`config.mk`:
```
export PLATFORM = sky130hd
export DESIGN_NAME = rpba_arbiter
export DESIGN_NICKNAME = d
export VERILOG_FILES = /design/src/verilog/rpba_jump_rom.v /design/src/verilog/rpba_arbiter.v
export VERILOG_INCLUDE_DIRS = /design/src /design/src/verilog
export SDC_FILE = /design/constraint.sdc
export NUM_CORES = 1
export LEC_CHECK = 0
export BUFFER_PORTS_ARGS = -buffer_cell sky130_fd_sc_hd__clkbuf_2
export CAP_MARGIN = 20
export CORE_ASPECT_RATIO = 1.75
export CORE_MARGIN = 4
export CORE_UTILIZATION = 30
export DETAILED_ROUTE_END_ITERATION = 16
export GPL_TIMING_DRIVEN = 0
export PLACE_DENSITY_LB_ADDON = 0.2
export SETUP_SLACK_MARGIN = 0.05
export SLEW_MARGIN = 0
export SYNTH_ARGS = -nofsm -noshare
export SYNTH_HDL_FRONTEND = slang
export SYNTH_SLANG_ARGS = --single-unit
```
`constraint.sdc`:
```
create_clock -name clk -period 2.4 [get_ports clk]
set_input_delay 0.24 -clock clk [delete_from_list [all_inputs] [get_ports clk]]
set_output_delay 0.24 -clock clk [all_outputs]
set_load 0.03 [all_outputs]
```
`src/verilog/rpba_regs.vh`:
```
// Purpose: Constants for the rotating priority bus arbiter
// Assumes: 40 MHz clock, active low request and bus-busy lines
// Notes: Program addresses are seven bits for a 128 word store
`ifndef RPBA_REGS_VH
`define RPBA_REGS_VH
`define RPBA_PC_W 7
`define RPBA_PROG_DEPTH 128
`define RPBA_PROG_USED 112
`define RPBA_TABLE_SPAN 64
`define RPBA_IDLE_T1 7'h0F
`define RPBA_IDLE_T2 7'h1F
`define RPBA_IDLE_T3 7'h2F
`define RPBA_IDLE_T4 7'h3F
`define RPBA_PON_ADDR 7'h3F
`define RPBA_REQ_NONE 4'hF
`define RPBA_GRANT_NONE 4'hF
`define RPBA_SEL_T1 2'h0
`define RPBA_IDLE_LOW 4'hF
`define RPBA_GRANT_BASE 7'h40
`define RPBA_TABLE_STEPS 7'h0C
`define RPBA_OWNER_STEPS 7'h03
`define RPBA_STEP_HOLD 7'h01
`define RPBA_STEP_REL 7'h02
`endif

```
`src/verilog/rpba_jump_rom.v`:
```
// Purpose: Jump table store, one entry per table and request pattern
// Assumes: Index is table select and the registered request pattern
// Notes: Read data comes out of a register
`timescale 1ns/10ps
`default_nettype none
module rpba_jump_rom (
    input wire clk, // System clock
    input wire [5:0] addr, // Table select and request pattern
    output reg [1:0] data // Winning requester, 0 means cpu1
);
    // Highest ranked active requester; request bits active low
    function [1:0] pick;
        input [5:0] a;
        reg [1:0] k;
        reg [1:0] cand;
        reg found;
        integer i;
        begin
            pick = 2'h0;
            found = 1'b0;
            for (i = 0; i < 4; i = i + 1) begin
                k = i[1:0];
                cand = a[5:4] + k;
                if (!found && !a[cand]) begin
                    pick = cand;
                    found = 1'b1;
                end
            end
        end
    endfunction
    // Registered table read
    always @(posedge clk) begin
        data <= pick(addr);
    end
endmodule
`default_nettype wire

```
`src/verilog/rpba_arbiter.v`:
```
// Purpose: Four requester bus arbiter rotating through four priority tables
// Assumes: Request and bus-busy lines are active low and synchronous to clk
// Notes: Program counter values mirror the microprogram layout
`timescale 1ns/10ps
`default_nettype none
`include "rpba_regs.vh"
module rpba_arbiter (
    input wire clk, // 40 MHz clock
    input wire rstn, // Active low asynchronous reset
    input wire request_line_cpu1, // Request, active low
    input wire request_line_cpu2, // Request, active low
    input wire request_line_cpu3, // Request, active low
    input wire request_line_cpu4, // Request, active low
    input wire bus_busy_line, // Bus busy, active low
    output reg grant_line_cpu1, // Grant, active low
    output reg grant_line_cpu2, // Grant, active low
    output reg grant_line_cpu3, // Grant, active low
    output reg grant_line_cpu4, // Grant, active low
    output reg [1:0] table_select, // Active priority table
    output reg [`RPBA_PC_W-1:0] program_counter, // Current location
    output reg [3:0] count_register // Counter loaded from test inputs
);
    localparam ST_PON = 6'h01;
    localparam ST_IDLE = 6'h02;
    localparam ST_DISP = 6'h04;
    localparam ST_WBUSY = 6'h08;
    localparam ST_HOLD = 6'h10;
    localparam ST_REL = 6'h20;

    reg [1:0] rst_sync;
    wire rst_n = rst_sync[1];
    reg [5:0] state;
    reg [5:0] next_state;
    reg [3:0] test_reg;
    reg busy_reg;
    reg [1:0] owner;
    wire [1:0] rom_data;
    wire [3:0] grant_vec;
    wire [1:0] grant_owner;
    wire grant_on;
    wire advance;
    wire [1:0] next_table;
    wire [1:0] idle_table;
    wire [`RPBA_PC_W-1:0] grant_loc;

    // Reset release through two flip-flops
    always @(posedge clk or negedge rstn) begin
        if (!rstn) begin
            rst_sync <= 2'h0;
        end else begin
            rst_sync <= {rst_sync[0], 1'b1};
        end
    end

    // Test inputs captured each clock
    always @(posedge clk or negedge rst_n) begin
        if (!rst_n) begin
            test_reg <= `RPBA_REQ_NONE;
            busy_reg <= 1'b1;
        end else begin
            test_reg <= {request_line_cpu4, request_line_cpu3,
                request_line_cpu2, request_line_cpu1};
            busy_reg <= bus_busy_line;
        end
    end

    // Jump table indexed by fed back select and registered requests
    rpba_jump_rom u_rom (
        .clk(clk),
        .addr({table_select, test_reg}),
        .data(rom_data)
    );

    // Next step of the arbitration sequence
    always @* begin
        next_state = state;
        case (state)
            ST_PON: begin
                if (busy_reg) begin
                    next_state = ST_IDLE;
                end
            end
            ST_IDLE: begin
                if (busy_reg && test_reg != `RPBA_REQ_NONE) begin
                    next_state = ST_DISP;
                end
            end
            ST_DISP: begin
                next_state = ST_WBUSY;
            end
            ST_WBUSY: begin
                if (!busy_reg) begin
                    next_state = ST_HOLD;
                end
            end
            ST_HOLD: begin
                if (test_reg[owner]) begin
                    next_state = ST_REL;
                end
            end
            ST_REL: begin
                if (busy_reg) begin
                    next_state = ST_IDLE;
                end
            end
            default: begin
                next_state = ST_PON;
            end
        endcase
    end


    // Requester that the registered grant lines point at from the next clock
    assign grant_owner = (state == ST_DISP) ? rom_data : owner;
    assign grant_vec = ~(4'h1 << grant_owner);
    // Grant shows while waiting for busy low and while the owner holds
    assign grant_on = (next_state == ST_WBUSY) || (next_state == ST_HOLD);

    // The table steps once, when a release completes with bus-busy high
    assign advance = (state == ST_REL) && busy_reg;
    assign next_table = table_select + 2'h1;
    // Idle must already carry the new table, else its location lands in the previous table
    assign idle_table = advance ? next_table : table_select;

    // Grant steps sit above the jump tables, three per requester per table
    assign grant_loc = `RPBA_GRANT_BASE + {5'h0, table_select} * `RPBA_TABLE_STEPS
        + {5'h0, grant_owner} * `RPBA_OWNER_STEPS;

    // Sequencer state
    always @(posedge clk or negedge rst_n) begin
        if (!rst_n) begin
            state <= ST_PON;
        end else begin
            state <= next_state;
        end
    end

    // Winner latched when its jump table entry is used
    always @(posedge clk or negedge rst_n) begin
        if (!rst_n) begin
            owner <= 2'h0;
        end else begin
            if (state == ST_DISP) begin
                owner <= rom_data;
            end
        end
    end

    // Count register follows the test register, so it lags the pins
    always @(posedge clk or negedge rst_n) begin
        if (!rst_n) begin
            count_register <= 4'h0;
        end else begin
            count_register <= test_reg;
        end
    end

    // Grant lines, active low, all high outside a grant
    always @(posedge clk or negedge rst_n) begin
        if (!rst_n) begin
            {grant_line_cpu4, grant_line_cpu3, grant_line_cpu2,
                grant_line_cpu1} <= `RPBA_GRANT_NONE;
        end else begin
            if (grant_on) begin
                {grant_line_cpu4, grant_line_cpu3, grant_line_cpu2,
                    grant_line_cpu1} <= grant_vec;
            end else begin
                {grant_line_cpu4, grant_line_cpu3, grant_line_cpu2,
                    grant_line_cpu1} <= `RPBA_GRANT_NONE;
            end
        end
    end

    // Priority table rotation
    always @(posedge clk or negedge rst_n) begin
        if (!rst_n) begin
            table_select <= `RPBA_SEL_T1;
        end else begin
            if (advance) begin
                table_select <= next_table;
            end
        end
    end

    // Program location of the step about to run
    always @(posedge clk or negedge rst_n) begin
        if (!rst_n) begin
            program_counter <= `RPBA_PON_ADDR;
        end else begin
            case (next_state)
                ST_PON: begin
                    program_counter <= `RPBA_PON_ADDR;
                end
                ST_IDLE: begin
                    program_counter <= {1'b0, idle_table, `RPBA_IDLE_LOW};
                end
                ST_WBUSY: begin
                    program_counter <= grant_loc;
                end
                ST_HOLD: begin
                    program_counter <= grant_loc + `RPBA_STEP_HOLD;
                end
                ST_REL: begin
                    program_counter <= grant_loc + `RPBA_STEP_REL;
                end
                default: begin
                    program_counter <= {1'b0, table_select, test_reg};
                end
            endcase
        end
    end
endmodule
`default_nettype wire

```
Word level (Yosys, flattened, before mapping)
Index checks and enable logic that the tools add are counted.

word-level totals
  memories = 0
  logic and storage cells = 82
  bits in read-only memories = 0
  input bits = 7
  RAM bits = 0
  bits in latches = 0
  bits in registers = 34

cells by class
  magnitude comparators = 5
  equality and inequality tests = 12
  bitwise gates (word level) = 1
  reductions and logical operators = 12
  add/sub/neg operators = 7
  $mul = 2
  div/mod/pow operators = 0
  mux-type cells = 29
  shift operators = 1

operators with widths
  kind                                                                  number
  7-bit case mux with 5 select lines                                    1
  6-bit case mux with 5 select lines                                    1
  6-bit 2-to-1 mux                                                      4
  2-bit by 4-bit < comparator with 1-bit output, second input constant  4
  6-bit by 1-bit == test with 1-bit output, second input constant       2
  6-bit by 2-bit == test with 1-bit output, second input constant       2
  6-bit by 4-bit == test with 1-bit output, second input constant       2
  6-bit by 5-bit == test with 1-bit output, second input constant       2
  6-bit == test, second input constant                                  2
  1-bit 2-to-1 mux                                                      12
  2-bit 2-to-1 mux                                                      6
  1-bit binary-select mux with 2-bit select                             5
  2-bit by 2-bit multiplier with 4-bit output, second input constant    2
  7-bit by 1-bit adder with 7-bit output, second input constant         1
  7-bit by 2-bit adder with 7-bit output, second input constant         1
  7-bit by 4-bit adder with 7-bit output                                1
  7-bit by 6-bit adder with 7-bit output, first input constant          1
  6-bit by 3-bit == test with 1-bit output, second input constant       1
  1-bit logical AND                                                     5
  1-bit logical NOT                                                     5
  2-bit adder, second input constant                                    2
  4-bit inequality test, second input constant                          1
  4-bit NOT                                                             1
  1-bit by 2-bit << shifter with 4-bit output, first input constant     1
  4 further kinds                                                       4

Depth between registers and ports, before layout
Gate-level depths: netlist of run 1.

  word-level depth = 12
  gate-level depth with buffers = 14

Hierarchy
From an unflattened synthesis of run 1, not the netlist that was laid out.

unflattened totals
  cells, all modules = 172
  area total of the unflattened synthesis = 1903.1 um2

modules (own cells, without submodules)
  module         area an instance (um2)  cells an instance  times used  sequential area each (um2)
  rpba_arbiter   1790.5                  159                1           820.8
  rpba_jump_rom  112.6                   13                 1           40.0

Worst setup path before layout of run 1
OpenSTA, ideal clock, no wires.

  kind = register to register
  start point = register state[5]
  end point = register program_counter[4]
  cell stages (with the launch flop) = 13
  path buffers = 0
  arrival time = 3539 ps
  period minus slack after synthesis = 3632 ps
  path slack = -1232 ps
  library setup time = 93 ps
  data required time = 2307 ps
  path through = dfrtp_1 -> or4_4 -> nor2_4 -> mux2_2 -> ha_1 -> ha_1 -> inv_1 -> fa_1 -> xnor2_1 -> xor2_1 -> o221ai_2 -> nor4b_1 -> a2111oi_2

between the ends
  word-level cells in the longest chain between the ends = 6

ends and longest elaborated chain
  what                                                                                                                      RTL line            text
  from (decl)                                                                                                               rpba_arbiter.v:32   reg [5:0] state;
  from (signal assigned)                                                                                                    rpba_arbiter.v:134  state <= next_state;
  6-bit by 3-bit == test with 1-bit output (*)                                                                              rpba_arbiter.v:114  assign grant_owner = (state == ST_DISP) ? rom_data : owner;
  2-bit 2-to-1 mux (*)                                                                                                      --
  named net grant_owner[1]                                                                                                  rpba_arbiter.v:39   wire [1:0] grant_owner;
  2-bit by 2-bit multiplier with 4-bit output (no source line) (*)                                                          --
  7-bit by 4-bit adder with 7-bit output (no source line) (*)                                                               --
  7-bit by 2-bit adder with 7-bit output (no source line) / 7-bit by 1-bit adder with 7-bit output (equally long branches)  --
  7-bit case mux with 5 select lines (*)                                                                                    rpba_arbiter.v:190  case (next_state)
  to (signal assigned)                                                                                                      rpba_arbiter.v:188  program_counter <= `RPBA_PON_ADDR;
  to (signal assigned)                                                                                                      rpba_arbiter.v:192  program_counter <= `RPBA_PON_ADDR;
  to (signal assigned)                                                                                                      rpba_arbiter.v:195  program_counter <= {1'b0, idle_table, `RPBA_IDLE_LOW};
  to (decl)                                                                                                                 rpba_arbiter.v:20   output reg [`RPBA_PC_W-1:0] program_counter,

The timed path passes the listed nets; every way through them passes the cells marked *.

Worst setup path after layout of run 1
  start point = register state[1]
  end point = register program_counter[4]

between the ends
  word-level cells in the longest chain between the ends = 6

ends and longest elaborated chain
  what                                                                                                                      RTL line            text
  6-bit by 3-bit == test with 1-bit output (*)                                                                              rpba_arbiter.v:114
  2-bit 2-to-1 mux (*)                                                                                                      --
  2-bit by 2-bit multiplier with 4-bit output (no source line) (*)                                                          --
  7-bit by 4-bit adder with 7-bit output (no source line) (*)                                                               --
  named net grant_loc[0]                                                                                                    rpba_arbiter.v:44   wire [`RPBA_PC_W-1:0] grant_loc;
  7-bit by 2-bit adder with 7-bit output (no source line) / 7-bit by 1-bit adder with 7-bit output (equally long branches)  --
  7-bit case mux with 5 select lines (*)                                                                                    rpba_arbiter.v:190

Marked as above.

==> results of run 1 <==
-- worst max-delay path: cells and delay by family (launching register included) --
kind	cells	cell delay, ns
XOR/XNOR	1	0.12
buffers and inverters	2	0.16
adder cells (fa/ha/maj)	3	0.79
AO/OA/AOI/OAI	2	0.58
AND/OR/NAND/NOR	4	1.00
multiplexers	1	0.32
flip-flops	1	0.45
-- cell usage after synthesis (3+ instances only) --
master / count
dfrtp_1: 16
dfstp_2: 16
nand2_1: 16
nor2_1: 16
inv_1: 13
ha_1: 12
a21oi_1: 10
o21ai_0: 9
xnor2_1: 5
a31oi_1: 4
clkbuf_1: 4
nor3_1: 4
a211oi_1: 3
a32oi_1: 3
mux2i_1: 3
nand2b_1: 3
nand3_1: 3
nand3b_1: 3
nor2b_1: 3
o211ai_1: 3
or2_2: 3
xor2_1: 3
-- layout make-up --
cell class	instances	area share
well taps	82	0.0378
multi-input cells	146	0.445
clock buffers	7	0.0526
flip-flops and latches	34	0.319
repair buffers	40	0.105
clock inverters	1	0.00184
plain buffers	7	0.0161
inverters	16	0.0235
-- power by group through the flow --
stage / registers, µW / logic (µW) / clock network [µW]
after global routing: 795 / 965 / 680
after global placement: 773 / 820 / 0
after floorplan: 855 / 555 / 0
after CTS: 780 / 873 / 649
after detailed placement: 772 / 830 / 0
final: 779 / 887 / 642
-- cells in the final DEF (no fill, tap or decap), types with 4 or more instances in the layout --
| cell type | count |
|---|---|
| a31oi_1 | 4 |
| clkbuf_1 | 4 |
| buf_4 | 10 |
| ha_1 | 7 |
| dfrtp_1 | 13 |
| buf_6 | 7 |
| xnor2_1 | 4 |
| ha_4 | 5 |
| clkbuf_16 | 5 |
| a21oi_1 | 9 |
| inv_1 | 12 |
| nand2_1 | 16 |
| clkbuf_2 | 25 |
| dfstp_2 | 16 |
| nor2_1 | 16 |
| o21ai_0 | 7 |
-- path summary, 6_finish.rpt --
path	start	to	slack [ns]
max	state[1]$_DFF_PN0_	program_counter[4]$_DFF_PN1_	-1.15
min	request_line_cpu3	test_reg[2]$_DFF_PN1_	0.04
max reg2reg	state[1]$_DFF_PN0_	program_counter[4]$_DFF_PN1_	-1.15
min reg2reg	rst_sync[1]$_DFF_PN0_	count_register[2]$_DFF_PN0_	0.18
max in group asynchronous	rst_sync[1]$_DFF_PN0_	busy_reg$_DFF_PN1_	1.68
min in group asynchronous	rst_sync[1]$_DFF_PN0_	count_register[2]$_DFF_PN0_	0.18
-- through the flow --
| stage | instance area [µm²] | instances | power [µW] | hold slack [ns] | utilization |
|---|---|---|---|---|---|
| global route | 2710 | 333 | 2440 | 0.0417 | 0.412 |
| detailed placement | 2390 | 310 | 1600 | 0.0299 | 0.362 |
| CTS | 2620 | 325 | 2300 | 0.0425 | 0.397 |
| finish | 2710 | 333 | 2310 | 0.0450 | 0.412 |
| floorplan | 2140 | 204 | 1410 | -0.0556 | - |
| global placement | 2360 | 309 | 1590 | 0.0262 | 0.358 |
-- repair_timing --
action,4_1_cts,5_1_grt
hold endpoints to repair,2,0
cloned,0,0
resized for setup,5,11
hold buffers,1,0
setup buffers,7,8
endpoints found under the setup margin,5,7
pin swaps,10,8
-- per-layer routing --
metal	routed length (µm)	vias up
met1	1930	822
li1	-	819
met5	0	-
met4	185	0
met3	124	14
met2	3100	42
-- cells by family (layout without fill, tap and decap cells) --
kind of cell / after synthesis / count (layout) / synth area share
buffers and inverters: 24 / 71 / 0.0532
AND/OR/NAND/NOR: 71 / 71 / 0.208
other: 1 / 1 / 0.00183
multiplexers: 5 / 5 / 0.0312
adder cells (fa/ha/maj): 13 / 13 / 0.0832
flip-flops: 34 / 34 / 0.421
XOR/XNOR: 8 / 8 / 0.0343
AO/OA/AOI/OAI: 48 / 48 / 0.167
==> flow_metrics.tcl, run 1 <==
set metrics [dict create \
    gr-usage-met1 0.132 \
    drt-total-wl_um 5340 \
    num_rows 39 \
    worst_pin_slew_ns 0.514 \
    die_height_um 117 \
    grt_util_met2 0.262 \
    grt_usage 0.133 \
    drt_iter0_markers 97 \
    start_util 0.310 \
    min_period_ns 3.55 \
    gp_congestion 0.784 \
    fmax_ghz 0.282 \
    area_delta_synth_final_pct 32.7 \
    yosys.area.top_type "dfstp_2" \
    io_buffers 23 \
    critPathLaunchType "flop" \
    drt-pass1-iter-count 4 \
    antenna_found_initial 0 \
    synth_top_area_share 0.206 \
    powerDensity_mw_per_mm2 850 \
    critPathCaptureType "flop" \
    dpl.hpwl_um 3780 \
    leakagePower_uw 0.00114 \
    pre_cts_ws_ns -1.44 \
    finalSetupViolations 5 \
    seq_area_um2 865 \
    syn-cell-area_mm2 0.00204 \
    yosys-top-cells-area "dfstp_2, dfrtp_1, ha_1" \
    numCtsBuffers 5 \
    synth_cells 204 \
    critical_path_arrival_ns 3.71 \
    drtAntennaViolNets 0 \
    cap_violations 0 \
    synth-async-reset-ratio 0.941 \
    largest_registers "program_counter x7, state x6" \
    grt.busiest_layer "met2" \
    power_switching_uw 830 \
    rsz0062_at_grt "yes" \
    nets 270 \
    max_stage_delay_ns 0.52 \
    switching_share 0.359 \
    peakVddDrop_mv 0.278 \
    synth_edf_count 0 \
    fin_skew_ns 0.00313 \
    violations "negative setup slack" \
    clk_pin_slew_ns 0.05 \
    maxSlewViolCount 0 \
    ios 24 \
    synth_ff_type "dfstp_2" \
    multi_input_area_mm2 0.00121 \
    p_comb_frac 0.384 \
    avgViaCountPerCell 5.10 \
    hold_path_depth 1 \
    p_int_uw 1480 \
    finalWorstSetupSlack_ns -1.15 \
    grt_max_degree 23 \
    fin_setup_tns_ns -4.25 \
    max-slew-margin-rel 0.653 \
    power_frac_seq 0.337 \
    grt_pass1_vias 1761 \
    clockBufferDepth 2 \
    status "complete, but fails checks" \
    core_mm2 0.00659 \
    die_area_mm2 0.00825 \
    critPathKind "flop to flop" \
    drcViolationCount 0 \
    htreeDepth 2 \
    critPathRequiredTime_ns 2.56 \
    clkPwrFrac 0.278 \
    synth_cell_types 61 \
    insertion_delay_ns 0.27 \
    hold_viol 0 \
    drive_gt1_frac 0.422 \
    avgRoutedWirePerCell_um 16.0 \
    yosys_warnings 0 \
    regMostFlops "program_counter" \
    cts_root_buf "clkbuf_16" \
    largest_reg_flops 7 \
    antennaDiodeCount 0 \
    gr-total-overflow 0 \
    fillers 667 \
    met3_usage 0.0171 \
    yosysSeqAreaShare 0.421 \
    synth_nets 224 \
    avgSynthCellArea_um2 10.0 \
    tritoncts "built" \
    crit_chain "or4_4 > nor2_4 > mux2i_4 > inv_4 > ha_4 > ha_4 > inv_2 > fa_2 > nor3_2 > xnor2_1 > o221ai_2 > nor3_2 > a2111oi_2" \
    num_vias 1697 \
    worstPathMaxFanout 7 \
    clock_sinks 34 \
    fin_crit_sh 1.48 \
    die_w_um 70.4 \
    ff2ff_path_depth 13 \
    ys_seq_elements 34 \
    min_path_type "input port to flop" \
    grt_pass1_wl_um 8550 \
    slowest_stage "or4_4" \
]
Note: power is estimated with default switching activity, not from simulation.
==> run 2: changes to the inputs <==
--- a/config.mk
+++ b/config.mk
@@ -10,7 +10,8 @@
 export CAP_MARGIN = 20
 export CORE_ASPECT_RATIO = 1.75
 export CORE_MARGIN = 4
-export CORE_UTILIZATION = 30
+export CORE_UTILIZATION = 25
+export CTS_BUF_LIST = sky130_fd_sc_hd__clkbuf_8 sky130_fd_sc_hd__clkbuf_16
 export DETAILED_ROUTE_END_ITERATION = 16
 export GPL_TIMING_DRIVEN = 0
 export PLACE_DENSITY_LB_ADDON = 0.2
==> flow_metrics.tcl, run 2 (synthesis results as in run 1) <==
set metrics [dict create \
    fin_crit_sh 1.48 \
    path_depth 12 \
    largest_registers "program_counter x7, state x6" \
    finalWorstSetupSlack_ns -1.15 \
    avgViaCountPerCell 4.94 \
    fin_skew_ns 0.00418 \
    slowest_stage "or4_4" \
    drt_iter0_markers 47 \
    regMostFlops "program_counter" \
    post-place-cells 318 \
    max_stage_delay_ns 0.56 \
    fin_setup_tns_ns -3.92 \
    power_uw 2360 \
    clock_sinks 34 \
    die_height_um 128 \
    hold_path_depth 1 \
    fmax_ghz 0.281 \
    status "complete, but fails checks" \
    violations "negative setup slack" \
    crit_chain "or4_4 > nor2_4 > mux2_4 > ha_4 > ha_4 > inv_2 > fa_2 > nand3b_1 > xor2_1 > o221ai_2 > nor4b_2 > a2111oi_4" \
    min_path_type "input port to flop" \
    cts_root_buf "clkbuf_16" \
    hold_viol 0 \
    largest_reg_flops 7 \
    io_buffers 23 \
    critPathCaptureType "flop" \
    drtAntennaViolNets 0 \
    gr-total-overflow 0 \
    tritoncts "built" \
    antenna_found_initial 0 \
    maxSlewViolCount 0 \
    ff2ff_path_depth 12 \
    antennaDiodeCount 0 \
    critPathKind "flop to flop" \
    dpl.hpwl_um 4040 \
    ios 24 \
    nets 267 \
    finalSetupViolations 5 \
    instances_no_fill 338 \
    clkPwrFrac 0.274 \
    rsz0062_at_grt "yes" \
    grt_max_degree 18 \
    leakagePower_uw 0.00113 \
    timing.critical_path.buf_inv 1 \
    worst_pin_slew_ns 0.624 \
    core_mm2 0.00796 \
    critPathRequiredTime_ns 2.59 \
    clockBufferDepth 2 \
    switching_share 0.363 \
    drt-pass1-iter-count 4 \
    grt_pass1_wl_um 8560 \
    clk_pin_slew_ns 0.05 \
    insertion_delay_ns 0.28 \
    powerDensity_mw_per_mm2 876 \
    grt_pass1_vias 1700 \
    power_frac_seq 0.326 \
    drive_gt1_frac 0.407 \
    area_delta_synth_final_pct 31.9 \
    num_vias 1671 \
    mostFrequentLayoutCells "clkbuf_2, nor2_1, nand2_1, dfstp_2, dfrtp_1" \
    layout_commonest_cell "clkbuf_2" \
    path_common_cell "ha_4" \
    peakVddDrop_mv 0.243 \
    max-slew-margin-rel 0.584 \
    min_period_ns 3.55 \
    grt_usage 0.115 \
    die_area_mm2 0.00975 \
    cap_violations 0 \
    power_switching_uw 858 \
    start_util 0.257 \
    avgRoutedWirePerCell_um 15.8 \
    p_int_uw 1500 \
    critical_path_arrival_ns 3.74 \
    gp_congestion 0.825 \
    num_rows 43 \
    worstPathMaxFanout 4 \
    cp_top_family "simple AND/OR/NAND/NOR gates" \
    htreeDepth 2 \
    fin_util 0.339 \
    pre_cts_ws_ns -1.49 \
    die_w_um 76.4 \
    p_comb_frac 0.400 \
    drt-total-wl_um 5350 \
    critPathLaunchType "flop" \
    numCtsBuffers 5 \
    drcViolationCount 0 \
]
run 2: layer usage:
layer	GRT usage	share of wire	vias up
li1	-	-	810
met1	0.109	0.36	816
met2	0.229	0.58	35
met3	0.0190	0.029	10
met4	0.0651	0.027	0
met5	0	0	-
run 2: cell type report:
type	instances	area (µm²)
Timing Repair Buffer	37	250
Buffer	7	43.8
Clock inverter	2	8.76
Tap cell	90	113
Fill cell	860	5270
Sequential cell	34	863
Inverter	16	63.8
Multi-Input combinational cell	146	1210
Clock buffer	6	139
run 2: power by group through the flow:
stage	logic, µW	clock network [µW]	registers [µW]
3_3_place_gp	832	0	777
2_1_floorplan	555	0	855
3_5_place_dp	839	0	774
4_1_cts	917	666	776
6_report	945	646	770
5_1_grt	1030	688	787
run 2: final timing paths:
path                                  startpoint                           end  slack [ns]
max in group asynchronous  rst_sync[1]$_DFF_PN0_            state[0]$_DFF_PN1_        1.54
max                           state[1]$_DFF_PN0_  program_counter[4]$_DFF_PN1_       -1.15
min in group asynchronous  rst_sync[1]$_DFF_PN0_  program_counter[6]$_DFF_PN0_        0.26
min reg2reg                rst_sync[1]$_DFF_PN0_  program_counter[6]$_DFF_PN0_        0.26
max reg2reg                   state[1]$_DFF_PN0_  program_counter[4]$_DFF_PN1_       -1.15
min                            request_line_cpu3         test_reg[2]$_DFF_PN1_        0.03
run 2: metrics by stage:
| step | cell area (µm²) | hold WS [ns] |
|---|---|---|
| 5_1_grt | 2700 | 0.0299 |
| 4_1_cts | 2650 | 0.0283 |
| 6_report | 2700 | 0.0349 |
| 2_1_floorplan | 2140 | -0.0556 |
| 3_3_place_gp | 2370 | 0.0261 |
| 3_5_place_dp | 2400 | 0.0281 |
run 2: what timing repair did:
action	4_1_cts	5_1_grt
endpoints found under the hold margin	2	0
gates resized for setup	6	6
buffers inserted	9	3
endpoints found under the setup margin	5	7
hold buffers	1	0
pin swaps	10	6
==> run 3: changes to the inputs <==
--- a/config.mk
+++ b/config.mk
@@ -19,4 +19,5 @@
 export SLEW_MARGIN = 0
 export SYNTH_ARGS = -nofsm -noshare
 export SYNTH_HDL_FRONTEND = slang
+export SYNTH_HIERARCHICAL = 1
 export SYNTH_SLANG_ARGS = --single-unit
==> flow_metrics.tcl, run 3 <==
set metrics [dict create \
    powerDensity_mw_per_mm2 1020 \
    cap_violations 0 \
    synth_nets 191 \
    worstPathMaxFanout 6 \
    path_common_cell "ha_4" \
    gr-total-overflow 0 \
    dpl.hpwl_um 3620 \
    nets 244 \
    synth_commonest_cells "nand2_1, dfrtp_1, dfstp_2, ha_1, inv_1" \
    peakVddDrop_mv 0.351 \
    cp_top_family "adder cells" \
    area_delta_synth_final_pct 41.2 \
    grt_max_degree 23 \
    largest_registers "program_counter x7, state x6" \
    tritoncts "built" \
    drcViolationCount 0 \
    synth-async-reset-ratio 0.941 \
    drt-total-wl_um 5030 \
    synth_cells 172 \
    crit_chain "buf_6 > nor4_4 > nand2_2 > mux2_4 > ha_4 > ha_4 > fa_2 > xor2_4 > nand3_2 > a21oi_2 > xnor2_1 > o2111ai_1" \
    violations "negative setup slack" \
    ff2ff_path_depth 12 \
    hold_path_depth 1 \
    slowest_stage "fa_2" \
    drive_gt1_frac 0.487 \
    clockBufferDepth 2 \
    cts_root_buf "clkbuf_16" \
    min_period_ns 3.05 \
    path_depth 12 \
    synth_cell_types 61 \
    max_stage_delay_ns 0.43 \
    fmax_ghz 0.328 \
    drt-pass1-iter-count 4 \
    regMostFlops "program_counter" \
    synth_top_area_share 0.221 \
    power_uw 2750 \
    whs_ns 0.0389 \
    critPathCaptureType "flop" \
    antennaDiodeCount 0 \
    synth_ff_type "dfstp_2" \
    hold_viol 0 \
    critical_path_arrival_ns 3.25 \
    die_w_um 74.0 \
    htreeDepth 2 \
    ys_seq_elements 34 \
    min_path_type "input port to flop" \
    core_mm2 0.00734 \
    critPathRequiredTime_ns 2.60 \
    io_buffers 23 \
    largest_reg_flops 7 \
    die_height_um 123 \
    avgViaCountPerCell 4.93 \
    max-slew-margin-rel 0.569 \
    avgRoutedWirePerCell_um 16.1 \
    multi_input_area_mm2 0.00110 \
    clk_pin_slew_ns 0.05 \
    mostFrequentLayoutCells "clkbuf_2, nand2_1, dfstp_2, dfrtp_1, buf_4" \
    antenna_found_initial 0 \
    layout_commonest_cell "clkbuf_2" \
    num_vias 1537 \
    yosys-top-cells-area "dfstp_2, dfrtp_1, ha_1" \
    yosys.area.top_type "dfstp_2" \
    gp_congestion 0.802 \
    rsz0062_at_grt "yes" \
    finalSetupViolations 5 \
    grt_pass1_vias 1683 \
    numCtsBuffers 5 \
    start_util 0.259 \
    fin_skew_ns 0.00206 \
    fin_setup_tns_ns -2.60 \
    yosys_warnings 6 \
    leakagePower_uw 0.00118 \
    drt_iter0_markers 93 \
    critPathKind "flop to flop" \
    synth_edf_count 0 \
    die_area_mm2 0.00913 \
    worst_pin_slew_ns 0.644 \
    grt_usage 0.125 \
    critPathLaunchType "flop" \
    grt_pass1_wl_um 8570 \
    yosysSeqAreaShare 0.452 \
    ios 24 \
    maxSlewViolCount 0 \
    syn-cell-area_mm2 0.00190 \
    fillers 742 \
    fin_crit_sh 1.27 \
    num_rows 41 \
    finalWorstSetupSlack_ns -0.648 \
    drtAntennaViolNets 0 \
    insertion_delay_ns 0.28 \
    seq_area_um2 861 \
    status "complete, but fails checks" \
    clock_sinks 34 \
    synth_most_common_cell "nand2_1" \
    timing.critical_path.buf_inv 1 \
    avgSynthCellArea_um2 11.1 \
]
## run 3: layer usage
| layer | wire [µm] | track usage |
|---|---|---|
| met3 | 97 | 0.0171 |
| met1 | 1850 | 0.128 |
| met5 | 0 | 0 |
| met2 | 2910 | 0.234 |
| met4 | 163 | 0.0680 |
## run 3: power by group
part           internal (µW)  total, µW  switching [µW]
clock network            514        755             241
registers                718        767            48.4
logic                    548       1230             678
total                   1780       2750             967
## run 3: logic make-up after synthesis
group | count (synthesis) | synth area share
xor gates and xnor gates | 11 | 0.0506
AOI/OAI and AO/OA | 39 | 0.164
and+or+nand+nor | 55 | 0.178
muxes | 2 | 0.0178
buffers and inverters | 18 | 0.0519
adders and majority gates | 12 | 0.0828
other | 1 | 0.00197
DFF | 34 | 0.452
## run 3: worst paths after layout
check,slack [ns],startpoint,to
max in group asynchronous,1.67,rst_sync[1]$_DFF_PN0_,program_counter[4]$_DFF_PN1_
worst min-delay path,0.04,bus_busy_line,busy_reg$_DFF_PN1_
worst min register to register,0.19,rst_sync[1]$_DFF_PN0_,owner[1]$_DFF_PN0_
worst max register to register,-0.65,state[1]$_DFF_PN0_,program_counter[5]$_DFF_PN1_
min in group asynchronous,0.19,rst_sync[1]$_DFF_PN0_,owner[1]$_DFF_PN0_
worst max-delay path,-0.65,state[1]$_DFF_PN0_,program_counter[5]$_DFF_PN1_
## run 3: final cells by class
cell class	count	area share
Multi-Input combinational cell	120	0.409
Clock inverter	2	0.0126
Sequential cell	34	0.320
Clock buffer	6	0.0517
Timing Repair Buffer	46	0.127
Tap cell	86	0.0400
Inverter	11	0.0172
Buffer	7	0.0228
## run 3: what timing repair did
action / in CTS / in global routing
resized for setup: 10 / 16
setup buffers: 20 / 12
gates cloned: 0 / 0
pin swaps: 15 / 14
endpoints found under the setup margin: 5 / 7
hold endpoints to repair: 2 / 0
hold buffers: 1 / 0
## run 3: per-stage QoR
| stage | std cells | cell area [µm²] | setup slack [ns] | utilization |
|---|---|---|---|---|
| finish | 312 | 2690 | -0.648 | 0.366 |
| global route | 312 | 2690 | -0.808 | 0.366 |
| CTS | 311 | 2620 | -0.634 | 0.356 |
| detailed placement | 282 | 2230 | -0.870 | 0.304 |
| global placement | 281 | 2200 | -0.872 | 0.300 |
| floorplan | 172 | 1980 | -0.543 | - |
